## config.mk

```make
export PLATFORM = sky130hd
export DESIGN_NAME = gis_interrupt_ctrl
export DESIGN_NICKNAME = d
export VERILOG_FILES = /design/src/gis_pkg.sv /design/src/gis_status_writer.sv /design/src/gis_interrupt_ctrl.sv
export SDC_FILE = /design/constraint.sdc
export NUM_CORES = 1
export LEC_CHECK = 0
export CAP_MARGIN = 5
export CORE_MARGIN = 1.5
export CORE_UTILIZATION = 30
export CTS_CLUSTER_DIAMETER = 60
export DETAILED_ROUTE_END_ITERATION = 16
export DONT_BUFFER_PORTS = 1
export SLEW_MARGIN = 30
export SYNTH_ARGS = -nofsm -noshare
export SYNTH_HDL_FRONTEND = slang
export SYNTH_SLANG_ARGS = --single-unit
```

## constraint.sdc

```tcl
create_clock -name sys_clk -period 2 [get_ports sys_clk]
set_input_delay 0.2 -clock sys_clk [delete_from_list [all_inputs] [get_ports sys_clk]]
set_output_delay 0.2 -clock sys_clk [all_outputs]
set_load 0.05 [all_outputs]
```

## src/gis_pkg.sv

```systemverilog
package gis_pkg;

   // Register map, byte addresses
   localparam logic [15:0] STATUS_PAGE_ADDRESS_OFFSET = 16'h2080;
   localparam logic [15:0] STATUS_WRITE_MASK_OFFSET = 16'h2098;
   localparam logic [15:0] INTERRUPT_ENABLE_OFFSET = 16'h20A0;
   localparam logic [15:0] INTERRUPT_IDENTITY_OFFSET = 16'h20A4;
   localparam logic [15:0] INTERRUPT_MASK_OFFSET = 16'h20A8;
   localparam logic [15:0] INTERRUPT_LIVE_STATUS_OFFSET = 16'h20AC;
   localparam logic [15:0] ERROR_IDENTITY_OFFSET = 16'h20B0;
   localparam logic [15:0] ERROR_MASK_OFFSET = 16'h20B4;
   localparam logic [15:0] ERROR_LIVE_STATUS_OFFSET = 16'h20B8;

   // Reset values
   localparam logic [31:0] STATUS_PAGE_ADDRESS_RESET = 32'h1FFFF000;
   localparam logic [31:0] STATUS_WRITE_MASK_RESET = 32'hFFFEDFFF;
   localparam logic [31:0] INTERRUPT_ENABLE_RESET = 32'h00000000;
   localparam logic [31:0] INTERRUPT_IDENTITY_RESET = 32'h00000000;
   localparam logic [31:0] INTERRUPT_MASK_RESET = 32'hFFFEDFFF;
   localparam logic [31:0] INTERRUPT_LIVE_STATUS_RESET = 32'h00000000;
   localparam logic [15:0] ERROR_IDENTITY_RESET = 16'h0000;
   localparam logic [15:0] ERROR_MASK_RESET = 16'hFFFD;

   // Field positions and layouts
   localparam int STATUS_WIDTH = 32;
   localparam int ERROR_WIDTH = 16;
   localparam int SYNC_STATUS_BIT = 12;
   localparam int FLIP_PENDING_BIT = 8;
   localparam int MASTER_ERROR_BIT = 15;
   localparam int USER_INTERRUPT_BIT = 1;
   localparam int FATAL_ERROR_LSB = 10;
   localparam int FATAL_ERROR_MSB = 15;
   localparam int COMMAND_ERROR_BIT = 9;
   localparam logic [15:0] FATAL_ERROR_BITS = 16'hFC00;
   localparam logic [31:0] STATUS_PAGE_ADDRESS_FIELD = 32'hFFFFF000;
   localparam logic [31:0] STATUS_SLOT_DWORD = 32'h00000000;
   localparam logic [31:0] DWORD_BYTES = 32'h00000004;

   typedef enum logic [0:0] {
      GIS_WRITE_IDLE,
      GIS_WRITE_BUSY
   } gis_write_state_type;

endpackage

```

## src/gis_status_writer.sv

```systemverilog
`timescale 1ns/100ps

module gis_status_writer (
   // Clock and reset
   input wire logic sys_clk,
   input wire logic reset,
   // Request from the status logic
   input wire logic trigger,
   input wire logic [31:0] status_word,
   input wire logic [31:0] page_base,
   // Memory write port
   output logic status_write_valid,
   input wire logic status_write_ready,
   output logic [31:0] status_write_address,
   output logic [31:0] status_write_data
);
   import gis_pkg::*;

   gis_write_state_type state;
   gis_write_state_type next_state;
   logic again;
   wire accepted = status_write_valid && status_write_ready;
   wire load = trigger && (state == GIS_WRITE_IDLE || accepted);

   assign status_write_valid = (state == GIS_WRITE_BUSY);

   always_comb begin
      next_state = state;
      unique case (state)
         GIS_WRITE_IDLE: begin
            if (trigger) begin
               next_state = GIS_WRITE_BUSY;
            end
         end
         GIS_WRITE_BUSY: begin
            if (accepted && !trigger && !again) begin
               next_state = GIS_WRITE_IDLE;
            end
         end
      endcase
   end

   // Change during a held write is sent again with the newest word
   always_ff @(posedge sys_clk) begin
      if (reset) begin
         state <= GIS_WRITE_IDLE;
         again <= 1'b0;
         status_write_address <= 32'h00000000;
         status_write_data <= 32'h00000000;
      end else begin
         state <= next_state;
         if (load || (accepted && again)) begin
            status_write_data <= status_word;
            status_write_address <= (page_base & STATUS_PAGE_ADDRESS_FIELD)
               + STATUS_SLOT_DWORD * DWORD_BYTES;
         end
         if (accepted) begin
            again <= 1'b0;
         end else if (trigger && state == GIS_WRITE_BUSY) begin
            again <= 1'b1;
         end
      end
   end

endmodule

```

## src/gis_interrupt_ctrl.sv

```systemverilog
// Function
// - Unmasked status change, e.g. flip pending bit 8, writes status word; mask resets to FFFEDFFF.
// - Set identity bit with enable raises interrupt; disabled bits still readable.
// - Unmasked live status bits latch into identity until written with one.
// - Sync flush completion toggles status bit 12.
// - Interrupt mask zero passes status to identity; resets to FFFEDFFF.
// - Live status register is read-only, current conditions, reset zero.
// - User interrupt status is only a short pulse.
// - Master error status bit is OR of error identity bits.
// - Error status latches into error identity only when unmasked.
// - Error identity bits 9:0 stay set until written with one.
// - Bits 15:10 set on decode parser mapping error; cleared by reset only.
// - Bit 9 set on media decode parser command error.
// - Status word goes to DWord 0 of the status page.
`timescale 1ns/100ps

module gis_interrupt_ctrl (
   // Clock and reset
   input wire logic sys_clk,
   input wire logic reset,
   // Register access
   input wire logic [15:0] mmio_address,
   input wire logic mmio_write,
   input wire logic mmio_read,
   input wire logic [31:0] mmio_write_data,
   output logic [31:0] mmio_read_data,
   output logic mmio_read_valid,
   // Interrupt sources
   input wire logic [31:0] source_status,
   input wire logic sync_flush_done,
   input wire logic [15:0] error_source_status,
   input wire logic decode_parser_mapping_error,
   input wire logic decode_parser_command_error,
   // Processor interrupt
   output logic cpu_interrupt,
   // Status page write
   output logic status_write_valid,
   input wire logic status_write_ready,
   output logic [31:0] status_write_address,
   output logic [31:0] status_write_data
);
   import gis_pkg::*;

   generate
      if (SYNC_STATUS_BIT == MASTER_ERROR_BIT || FATAL_ERROR_MSB >= ERROR_WIDTH
            || COMMAND_ERROR_BIT >= FATAL_ERROR_LSB) begin : bad_layout
         $error("gis_interrupt_ctrl: inconsistent bit layout");
      end
   endgenerate

   function automatic logic hit(input logic [15:0] address, input logic [15:0] offset);
      hit = (address == offset);
   endfunction

   // Registers
   logic [31:0] status_page_address;
   logic [31:0] status_write_mask;
   logic [31:0] interrupt_enable;
   logic [31:0] interrupt_identity;
   logic [31:0] interrupt_mask;
   logic [31:0] interrupt_live_status;
   logic [15:0] error_identity;
   logic [15:0] error_mask;
   logic [15:0] error_live_status;
   logic sync_toggle;
   logic [31:0] previous_status;

   // Address decode
   wire write_page = mmio_write && hit(mmio_address, STATUS_PAGE_ADDRESS_OFFSET);
   wire write_status_mask = mmio_write && hit(mmio_address, STATUS_WRITE_MASK_OFFSET);
   wire write_enable = mmio_write && hit(mmio_address, INTERRUPT_ENABLE_OFFSET);
   wire write_identity = mmio_write && hit(mmio_address, INTERRUPT_IDENTITY_OFFSET);
   wire write_mask = mmio_write && hit(mmio_address, INTERRUPT_MASK_OFFSET);
   wire write_error_identity = mmio_write && hit(mmio_address, ERROR_IDENTITY_OFFSET);
   wire write_error_mask = mmio_write && hit(mmio_address, ERROR_MASK_OFFSET);

   // Error path
   wire [15:0] next_error_live;
   assign next_error_live[FATAL_ERROR_MSB:FATAL_ERROR_LSB] =
      {(FATAL_ERROR_MSB - FATAL_ERROR_LSB + 1){decode_parser_mapping_error}}
      | error_source_status[FATAL_ERROR_MSB:FATAL_ERROR_LSB];
   assign next_error_live[COMMAND_ERROR_BIT] = decode_parser_command_error
      | error_source_status[COMMAND_ERROR_BIT];
   assign next_error_live[COMMAND_ERROR_BIT-1:0] = error_source_status[COMMAND_ERROR_BIT-1:0];

   wire [15:0] error_set = error_live_status & ~error_mask;
   wire [15:0] error_clear = (write_error_identity ? mmio_write_data[15:0] : 16'h0000)
      & ~FATAL_ERROR_BITS;
   wire [15:0] next_error_identity = (error_identity & ~error_clear) | error_set;

   // Live status vector
   logic [31:0] next_live;
   always_comb begin
      next_live = source_status;
      next_live[SYNC_STATUS_BIT] = sync_toggle;
      next_live[MASTER_ERROR_BIT] = |error_identity;
   end

   // Interrupt identity path
   wire [31:0] identity_set = interrupt_live_status & ~interrupt_mask;
   wire [31:0] identity_clear = write_identity ? mmio_write_data : 32'h00000000;
   wire [31:0] next_identity = (interrupt_identity & ~identity_clear) | identity_set;

   // Status change that is unmasked for the status page write
   wire [31:0] changed = interrupt_live_status ^ previous_status;
   wire status_trigger = |(changed & ~status_write_mask);

   assign cpu_interrupt = |(interrupt_identity & interrupt_enable);

   always_ff @(posedge sys_clk) begin
      if (reset) begin
         sync_toggle <= 1'b0;
         previous_status <= INTERRUPT_LIVE_STATUS_RESET;
         interrupt_live_status <= INTERRUPT_LIVE_STATUS_RESET;
         error_live_status <= 16'h0000;
      end else begin
         if (sync_flush_done) begin
            sync_toggle <= ~sync_toggle;
         end
         previous_status <= interrupt_live_status;
         interrupt_live_status <= next_live;
         error_live_status <= next_error_live;
      end
   end

   always_ff @(posedge sys_clk) begin
      if (reset) begin
         interrupt_identity <= INTERRUPT_IDENTITY_RESET;
         error_identity <= ERROR_IDENTITY_RESET;
      end else begin
         interrupt_identity <= next_identity;
         error_identity <= next_error_identity;
      end
   end

   always_ff @(posedge sys_clk) begin
      if (reset) begin
         status_page_address <= STATUS_PAGE_ADDRESS_RESET;
         status_write_mask <= STATUS_WRITE_MASK_RESET;
         interrupt_enable <= INTERRUPT_ENABLE_RESET;
         interrupt_mask <= INTERRUPT_MASK_RESET;
         error_mask <= ERROR_MASK_RESET;
      end else begin
         if (write_page) begin
            status_page_address <= mmio_write_data & STATUS_PAGE_ADDRESS_FIELD;
         end
         if (write_status_mask) begin
            status_write_mask <= mmio_write_data;
         end
         if (write_enable) begin
            interrupt_enable <= mmio_write_data;
         end
         if (write_mask) begin
            interrupt_mask <= mmio_write_data;
         end
         if (write_error_mask) begin
            error_mask <= mmio_write_data[15:0];
         end
      end
   end

   // Read path, one cycle latency; unmapped addresses read zero
   logic [31:0] next_read_data;
   always_comb begin
      next_read_data = 32'h00000000;
      if (hit(mmio_address, STATUS_PAGE_ADDRESS_OFFSET)) begin
         next_read_data = status_page_address;
      end else if (hit(mmio_address, STATUS_WRITE_MASK_OFFSET)) begin
         next_read_data = status_write_mask;
      end else if (hit(mmio_address, INTERRUPT_ENABLE_OFFSET)) begin
         next_read_data = interrupt_enable;
      end else if (hit(mmio_address, INTERRUPT_IDENTITY_OFFSET)) begin
         next_read_data = interrupt_identity;
      end else if (hit(mmio_address, INTERRUPT_MASK_OFFSET)) begin
         next_read_data = interrupt_mask;
      end else if (hit(mmio_address, INTERRUPT_LIVE_STATUS_OFFSET)) begin
         next_read_data = interrupt_live_status;
      end else if (hit(mmio_address, ERROR_IDENTITY_OFFSET)) begin
         next_read_data = {16'h0000, error_identity};
      end else if (hit(mmio_address, ERROR_MASK_OFFSET)) begin
         next_read_data = {16'h0000, error_mask};
      end else if (hit(mmio_address, ERROR_LIVE_STATUS_OFFSET)) begin
         next_read_data = {16'h0000, error_live_status};
      end
   end

   always_ff @(posedge sys_clk) begin
      if (reset) begin
         mmio_read_data <= 32'h00000000;
         mmio_read_valid <= 1'b0;
      end else begin
         mmio_read_valid <= mmio_read;
         if (mmio_read) begin
            mmio_read_data <= next_read_data;
         end
      end
   end

   gis_status_writer u_gis_status_writer (
      .sys_clk(sys_clk),
      .reset(reset),
      .trigger(status_trigger),
      .status_word(interrupt_live_status),
      .page_base(status_page_address),
      .status_write_valid(status_write_valid),
      .status_write_ready(status_write_ready),
      .status_write_address(status_write_address),
      .status_write_data(status_write_data)
   );

endmodule

```

# --- Yosys cells after proc, flatten, opt, wreduce, memory -nomap -nowiden ---
# Index checks and enable logic that the tools add are counted.
word_totals:
  mem_bits_rw: 0
  reg_bits: 348
  elab_cells: 79
  rom_bits: 0
  latch_bits: 0
  memories: 0
op_classes:
  muxes: 14
  n_div: 0
  add_sub_neg: 0
  n_eq_ne: 9
  bitwise_logic: 18
  mul: 0
  n_lt_le_gt_ge: 0
  shift: 0
  reduce_logical: 21
ops:
  columns: ["cell", "n"]
  rows:
  - ["$mux 32", 7]
  - ["$eq 16x14->1 const B", 9]
  - ["$and 32x32->32", 4]
  - ["$not 32->32", 3]
  - ["$reduce_or 32->1", 2]
  - ["$mux 16", 3]
  - ["$and 16x16->16", 2]
  - ["$or 32x32->32", 1]
  - ["$xor 32x32->32", 1]
  - ["$not 10->16", 1]
  - ["$not 16->16", 1]
  - ["$or 16x16->16", 1]
  - ["$reduce_or 16->1", 1]
  - ["$logic_and 1x1->1", 13]
  - ["$mux 10", 1]
  - ["$or 6x6->6", 1]
  - ["$logic_not 1->1", 2]
  - ["$logic_or 1x1->1", 2]
  - ["$mux 1", 2]
  - ["$not 1->1", 2]
  - ["$pmux 1 s2", 1]
  - ["$reduce_or 2->1", 1]
  - ["$or 1x1->1", 1]

# --- Depth between registers and ports, before layout ---
logic_depth:
  depth_word: 10
  ltp_mapped: 10
  depth_no_buf: 6

# --- Hierarchy ---
# From an unflattened synthesis, not the netlist that was laid out.
unflattened:
  hier_cells: 1745
  hier_area_um2: 15143.3
by_module_without_submodules:
  columns: ["mod", "n_inst", "cells_per_inst", "area_per_inst_um2"]
  rows:
  - ["gis_interrupt_ctrl", 1, 1497, 12628.4]
  - ["gis_status_writer", 1, 248, 2514.9]

# --- Worst setup path after synthesis ---
# OpenSTA, ideal clock, no wires.
synth_timing:
  kind: "in2reg"
  startpoint: "input mmio_address[2]"
  endpoint: "register mmio_read_data[20]"
  t_arrival_ns: 1.766
  stages: 7
  slack_ns: 0.077
  setup_ns: 0.157
  cell_sequence: "clkbuf_1 > clkbuf_1 > mux2_2 > a22oi_1 > nor2_1 > a2111oi_0 > a2111oi_2"
synth_between:
  elab_chain_len: 7
  elab_cells_between_ends: 12
synth_rtl:
  columns: ["element", "line_no", "text"]
  rows:
  - ["start, declared", "gis_interrupt_ctrl.sv:22", "input wire logic [15:0] mmio_address,"]
  - ["$eq 16x14->1", "gis_interrupt_ctrl.sv:52", "hit = (address == offset);"]
  - ["$mux 32", "gis_interrupt_ctrl.sv:176", "end else if (hit(mmio_address, INTERRUPT_LIVE_STATUS_OFFSET)) begin"]
  - ["$mux 32", "gis_interrupt_ctrl.sv:174", "end else if (hit(mmio_address, INTERRUPT_MASK_OFFSET)) begin"]
  - ["$mux 32", "gis_interrupt_ctrl.sv:172", "end else if (hit(mmio_address, INTERRUPT_IDENTITY_OFFSET)) begin"]
  - ["$mux 32", "gis_interrupt_ctrl.sv:170", "end else if (hit(mmio_address, INTERRUPT_ENABLE_OFFSET)) begin"]
  - ["$mux 32", "gis_interrupt_ctrl.sv:168", "end else if (hit(mmio_address, STATUS_WRITE_MASK_OFFSET)) begin"]
  - ["$mux 32 (*)", "gis_interrupt_ctrl.sv:166", "if (hit(mmio_address, STATUS_PAGE_ADDRESS_OFFSET)) begin"]
  - ["end signal, assigned", "gis_interrupt_ctrl.sv:194", "mmio_read_data <= next_read_data;"]
  - ["end, declared", "gis_interrupt_ctrl.sv:26", "output logic [31:0] mmio_read_data,"]
# Mark *: on every way between the ends. The rest lies on a longest branch, timed or not.
# A chain may end at the register's enable or synchronous reset.

# --- Final worst setup path ---
layout_timing:
  startpoint: "register interrupt_enable[7]"
  endpoint: "output cpu_interrupt"
layout_between:
  elab_chain_len: 2
layout_rtl:
  columns: ["element", "line_no", "text"]
  rows:
  - ["start, declared", "gis_interrupt_ctrl.sv:58", "logic [31:0] interrupt_enable;"]
  - ["start signal, assigned", "gis_interrupt_ctrl.sv:151", "interrupt_enable <= mmio_write_data;"]
  - ["$and 32x32->32", "gis_interrupt_ctrl.sv:108", "assign cpu_interrupt = |(interrupt_identity & interrupt_enable);"]
  - ["$reduce_or 32->1", "gis_interrupt_ctrl.sv:108", null]
  - ["end, declared", "gis_interrupt_ctrl.sv:35", "output logic cpu_interrupt,"]
# Every way passes these cells.

==> metrics.cfg <==
[clocking]
tritoncts=yes
clk_latency_ns=0.57
cts_made_buffers=40
h-tree-depth=2
clock-sinks=348
cts.clk_slew.worst_paths_ns=0.06
clock_tree.root_cell=clkbuf_16
ctsLongestPathBuffers=3

[yosys]
syn_area_um2=15870
synthTopCellsByArea=dfxtp_1, nand2_1, nor2b_1, mux2i_1, nor2_1
synth_top_area_share_pct=43.89
ys_seq_elements=348
synth_commonest_cells=nand2_1, dfxtp_1, nor2b_1, nor2_1, clkbuf_1
syn_inst=1884
async_flop_share_pct=0
avgSynthCellArea_um2=8.425
synth_area_leader_cell=dfxtp_1
synth_edf_count=0
ys.flop_type=dfxtp_1
ys_seq_area_share_pct=43.89
ys_warn_count=0
ys_types=64
yosysMostFrequentCell=nand2_1

[pwr]
p_sw_w=0.004946
p_int_w=0.01271
powerDensity_nw_per_um2=777.5
total_power_w=0.01766
max-vdd-ir-drop_mv=0.5703
p_leak_nw=8.825
pwr-share-comb_pct=15.7
swShare_pct=28.01
p_seq_share_pct=41.5
clkPwrFrac_pct=42.8

[outcome]
violations=negative setup slack
outcome=complete, but fails checks

[detailed_routing]
drtIter0Drc=1836
vias=16120
vias_per_cell=5.600
dr.pass1.iters=6
post-route-drc-count=0
wire_per_inst_um=24.04
ant_nets=0
wl_um=69230

[sta]
tightest_slew_ns=0.7438
slew_violations=0
hold_viol=0
tns_ns=-6.791
fin_crit_sh_pct=118.8
finalSetupViolCount=55
layout_setup_ws_ns=-0.3754
period_minus_slack_ns=2.375
skew_ns=0.02300
rsz0062_at_grt=yes
holdWs_ns=0.03918
max_clock_freq_ghz=0.4210
relSlewSlack_pct=50.41

[hold_path]
hold_start=mmio_read
min_path_type=input pin to flop
whs_path_depth=2
holdPathEnd=mmio_read_data[19]

[setup_path]
r2r_setup_slack_ns=-0.21
crit_required_ns=1.80
cp_num_buf_inv=1
cp-end-kind=output pin
critPathLaunchType=flop
critPathMaxFanout=3
max_stage_delay_ns=0.62
setup.worst_path.class=flop to output pin
cp_slowest_cell=or4_4
reg2reg_from=interrupt_live_status[25]
cp_cell_sequence=a22oi_2 > nand4_1 > or4_4 > buf_8
rr_worst_depth=8
critPathTopFamily=simple AND/OR/NAND/NOR gates
reg2reg_to=u_gis_status_writer.status_write_data[23]
cp.arrival_ns=2.18

[cells_and_area]
final_core_util_pct=43.31
final_area_um2=22710
final_nets=2265
drive_above_1_share_pct=21.21
synthToLayoutAreaGrowth_pct=43.09

[grt]
grt_pass1_wl_um=98560
grt_start_max_net_pins=132
gr-total-overflow=0
first_global_vias=15470
grt.total_usage_pct=24.13
antenna_found_initial=4

[placed_design]
dpl_cell_area_um2=17630
dp_hpwl_um=41220
portBuffers=0
place.gp.congestion=0.8765

[floorplanning]
start_util_pct=30.27
die_w_um=233.0
die-area_um2=54300
core_um2=52450
pin_count=203
die_y_um=233.0
rows=84

[run]
drv_cap=0

-- how the worst max path moves through the flow --
stage | endpoint | cells past startpoint | start | slack (ns)
floorplan | mmio_read_data[20] | 7 | mmio_address[2] | 0.08
global placement | u_gis_status_writer.status_write_data[28] | 6 | interrupt_live_status[14] | -0.47
detailed placement | u_gis_status_writer.status_write_data[6] | 6 | interrupt_live_status[14] | -0.61
CTS | cpu_interrupt | 5 | interrupt_enable[30] | -0.38
global route | cpu_interrupt | 5 | interrupt_enable[9] | -0.39
finish | cpu_interrupt | 4 | interrupt_enable[7] | -0.38
-- repair_timing --
action / CTS / global route
gates resized for setup: 89 / 204
hold buffers: 198 / 1
gates cloned: 8 / 7
pin swaps: 30 / 30
setup endpoints to repair: 55 / 101
hold endpoints to repair: 307 / 1
setup buffers: 7 / 1
-- flip-flops by register name (all words and copies together) (netlist names), 20 cells and up --
| signal | cells |
|---|---|
| interrupt_enable | 32 |
| interrupt_identity | 32 |
| interrupt_live_status | 32 |
| interrupt_mask | 32 |
| mmio_read_data | 32 |
| previous_status | 32 |
| status_page_address | 20 |
| status_write_mask | 32 |
| u_gis_status_writer.status_write_address | 20 |
| u_gis_status_writer.status_write_data | 32 |
-- kinds of logic after synthesis --
family | share of synthesized area [%]
XOR/XNOR | 1.821
multiplexers | 5.218
buffers and inverters | 5.384
AND/OR/NAND/NOR | 24.22
other | 0.02363
AO/OA/AOI/OAI | 19.44
flip-flops | 43.89
-- layout make-up --
| type | instances | area [um2] |
|---|---|---|
| inverters | 24 | 95.09 |
| flip-flops and latches | 348 | 6998 |
| clock inverters | 9 | 110.1 |
| well taps | 688 | 860.8 |
| fillers | 4934 | 29730 |
| diodes | 3 | 7.507 |
| repair buffers | 393 | 4073 |
| multi-input cells | 1354 | 9351 |
| clock buffers | 60 | 1217 |
-- power by group through the flow --
| stage | Combinational (W) | Sequential, W | Clock [W] |
|---|---|---|---|
| 2_1_floorplan | 0.000842 | 0.00786 | 0 |
| 3_3_place_gp | 0.00167 | 0.00746 | 0 |
| 3_5_place_dp | 0.00169 | 0.00746 | 0 |
| 4_1_cts | 0.00233 | 0.00732 | 0.00758 |
| 5_1_grt | 0.00287 | 0.00735 | 0.00787 |
| 6_report | 0.00277 | 0.00733 | 0.00756 |
-- metal layers --
metal  track usage (%)  up-vias  routed length, um
li1                  -     7212                  -
met1             30.50     7851              27600
met5                 0        -                 51
met4             10.24        4               3030
met3             5.625      180               6616
met2             39.18      874              31920
-- cell usage in the layout, fill, tap and decap left out, drive strengths merged, types with 27 or more instances in the layout --
cell type      n
nand2        397
dfxtp        348
dlygate4sd3  196
buf          191
nor2b        167
nor2         158
a21oi        106
clkbuf        66
mux2i         58
a32oi         52
o311ai        52
o22ai         48
nand3         33
xnor2         33
inv           28
a2111oi       27
-- per-stage QoR --
stage / worst slack, ns / instances
after floorplan: 0.07676 / 1895
after global placement: -0.4727 / 2589
after detailed placement: -0.6136 / 2589
after CTS: -0.3800 / 2870
after global routing: -0.3851 / 2878
final: -0.3754 / 2879
(Power assumes the default switching activity.)
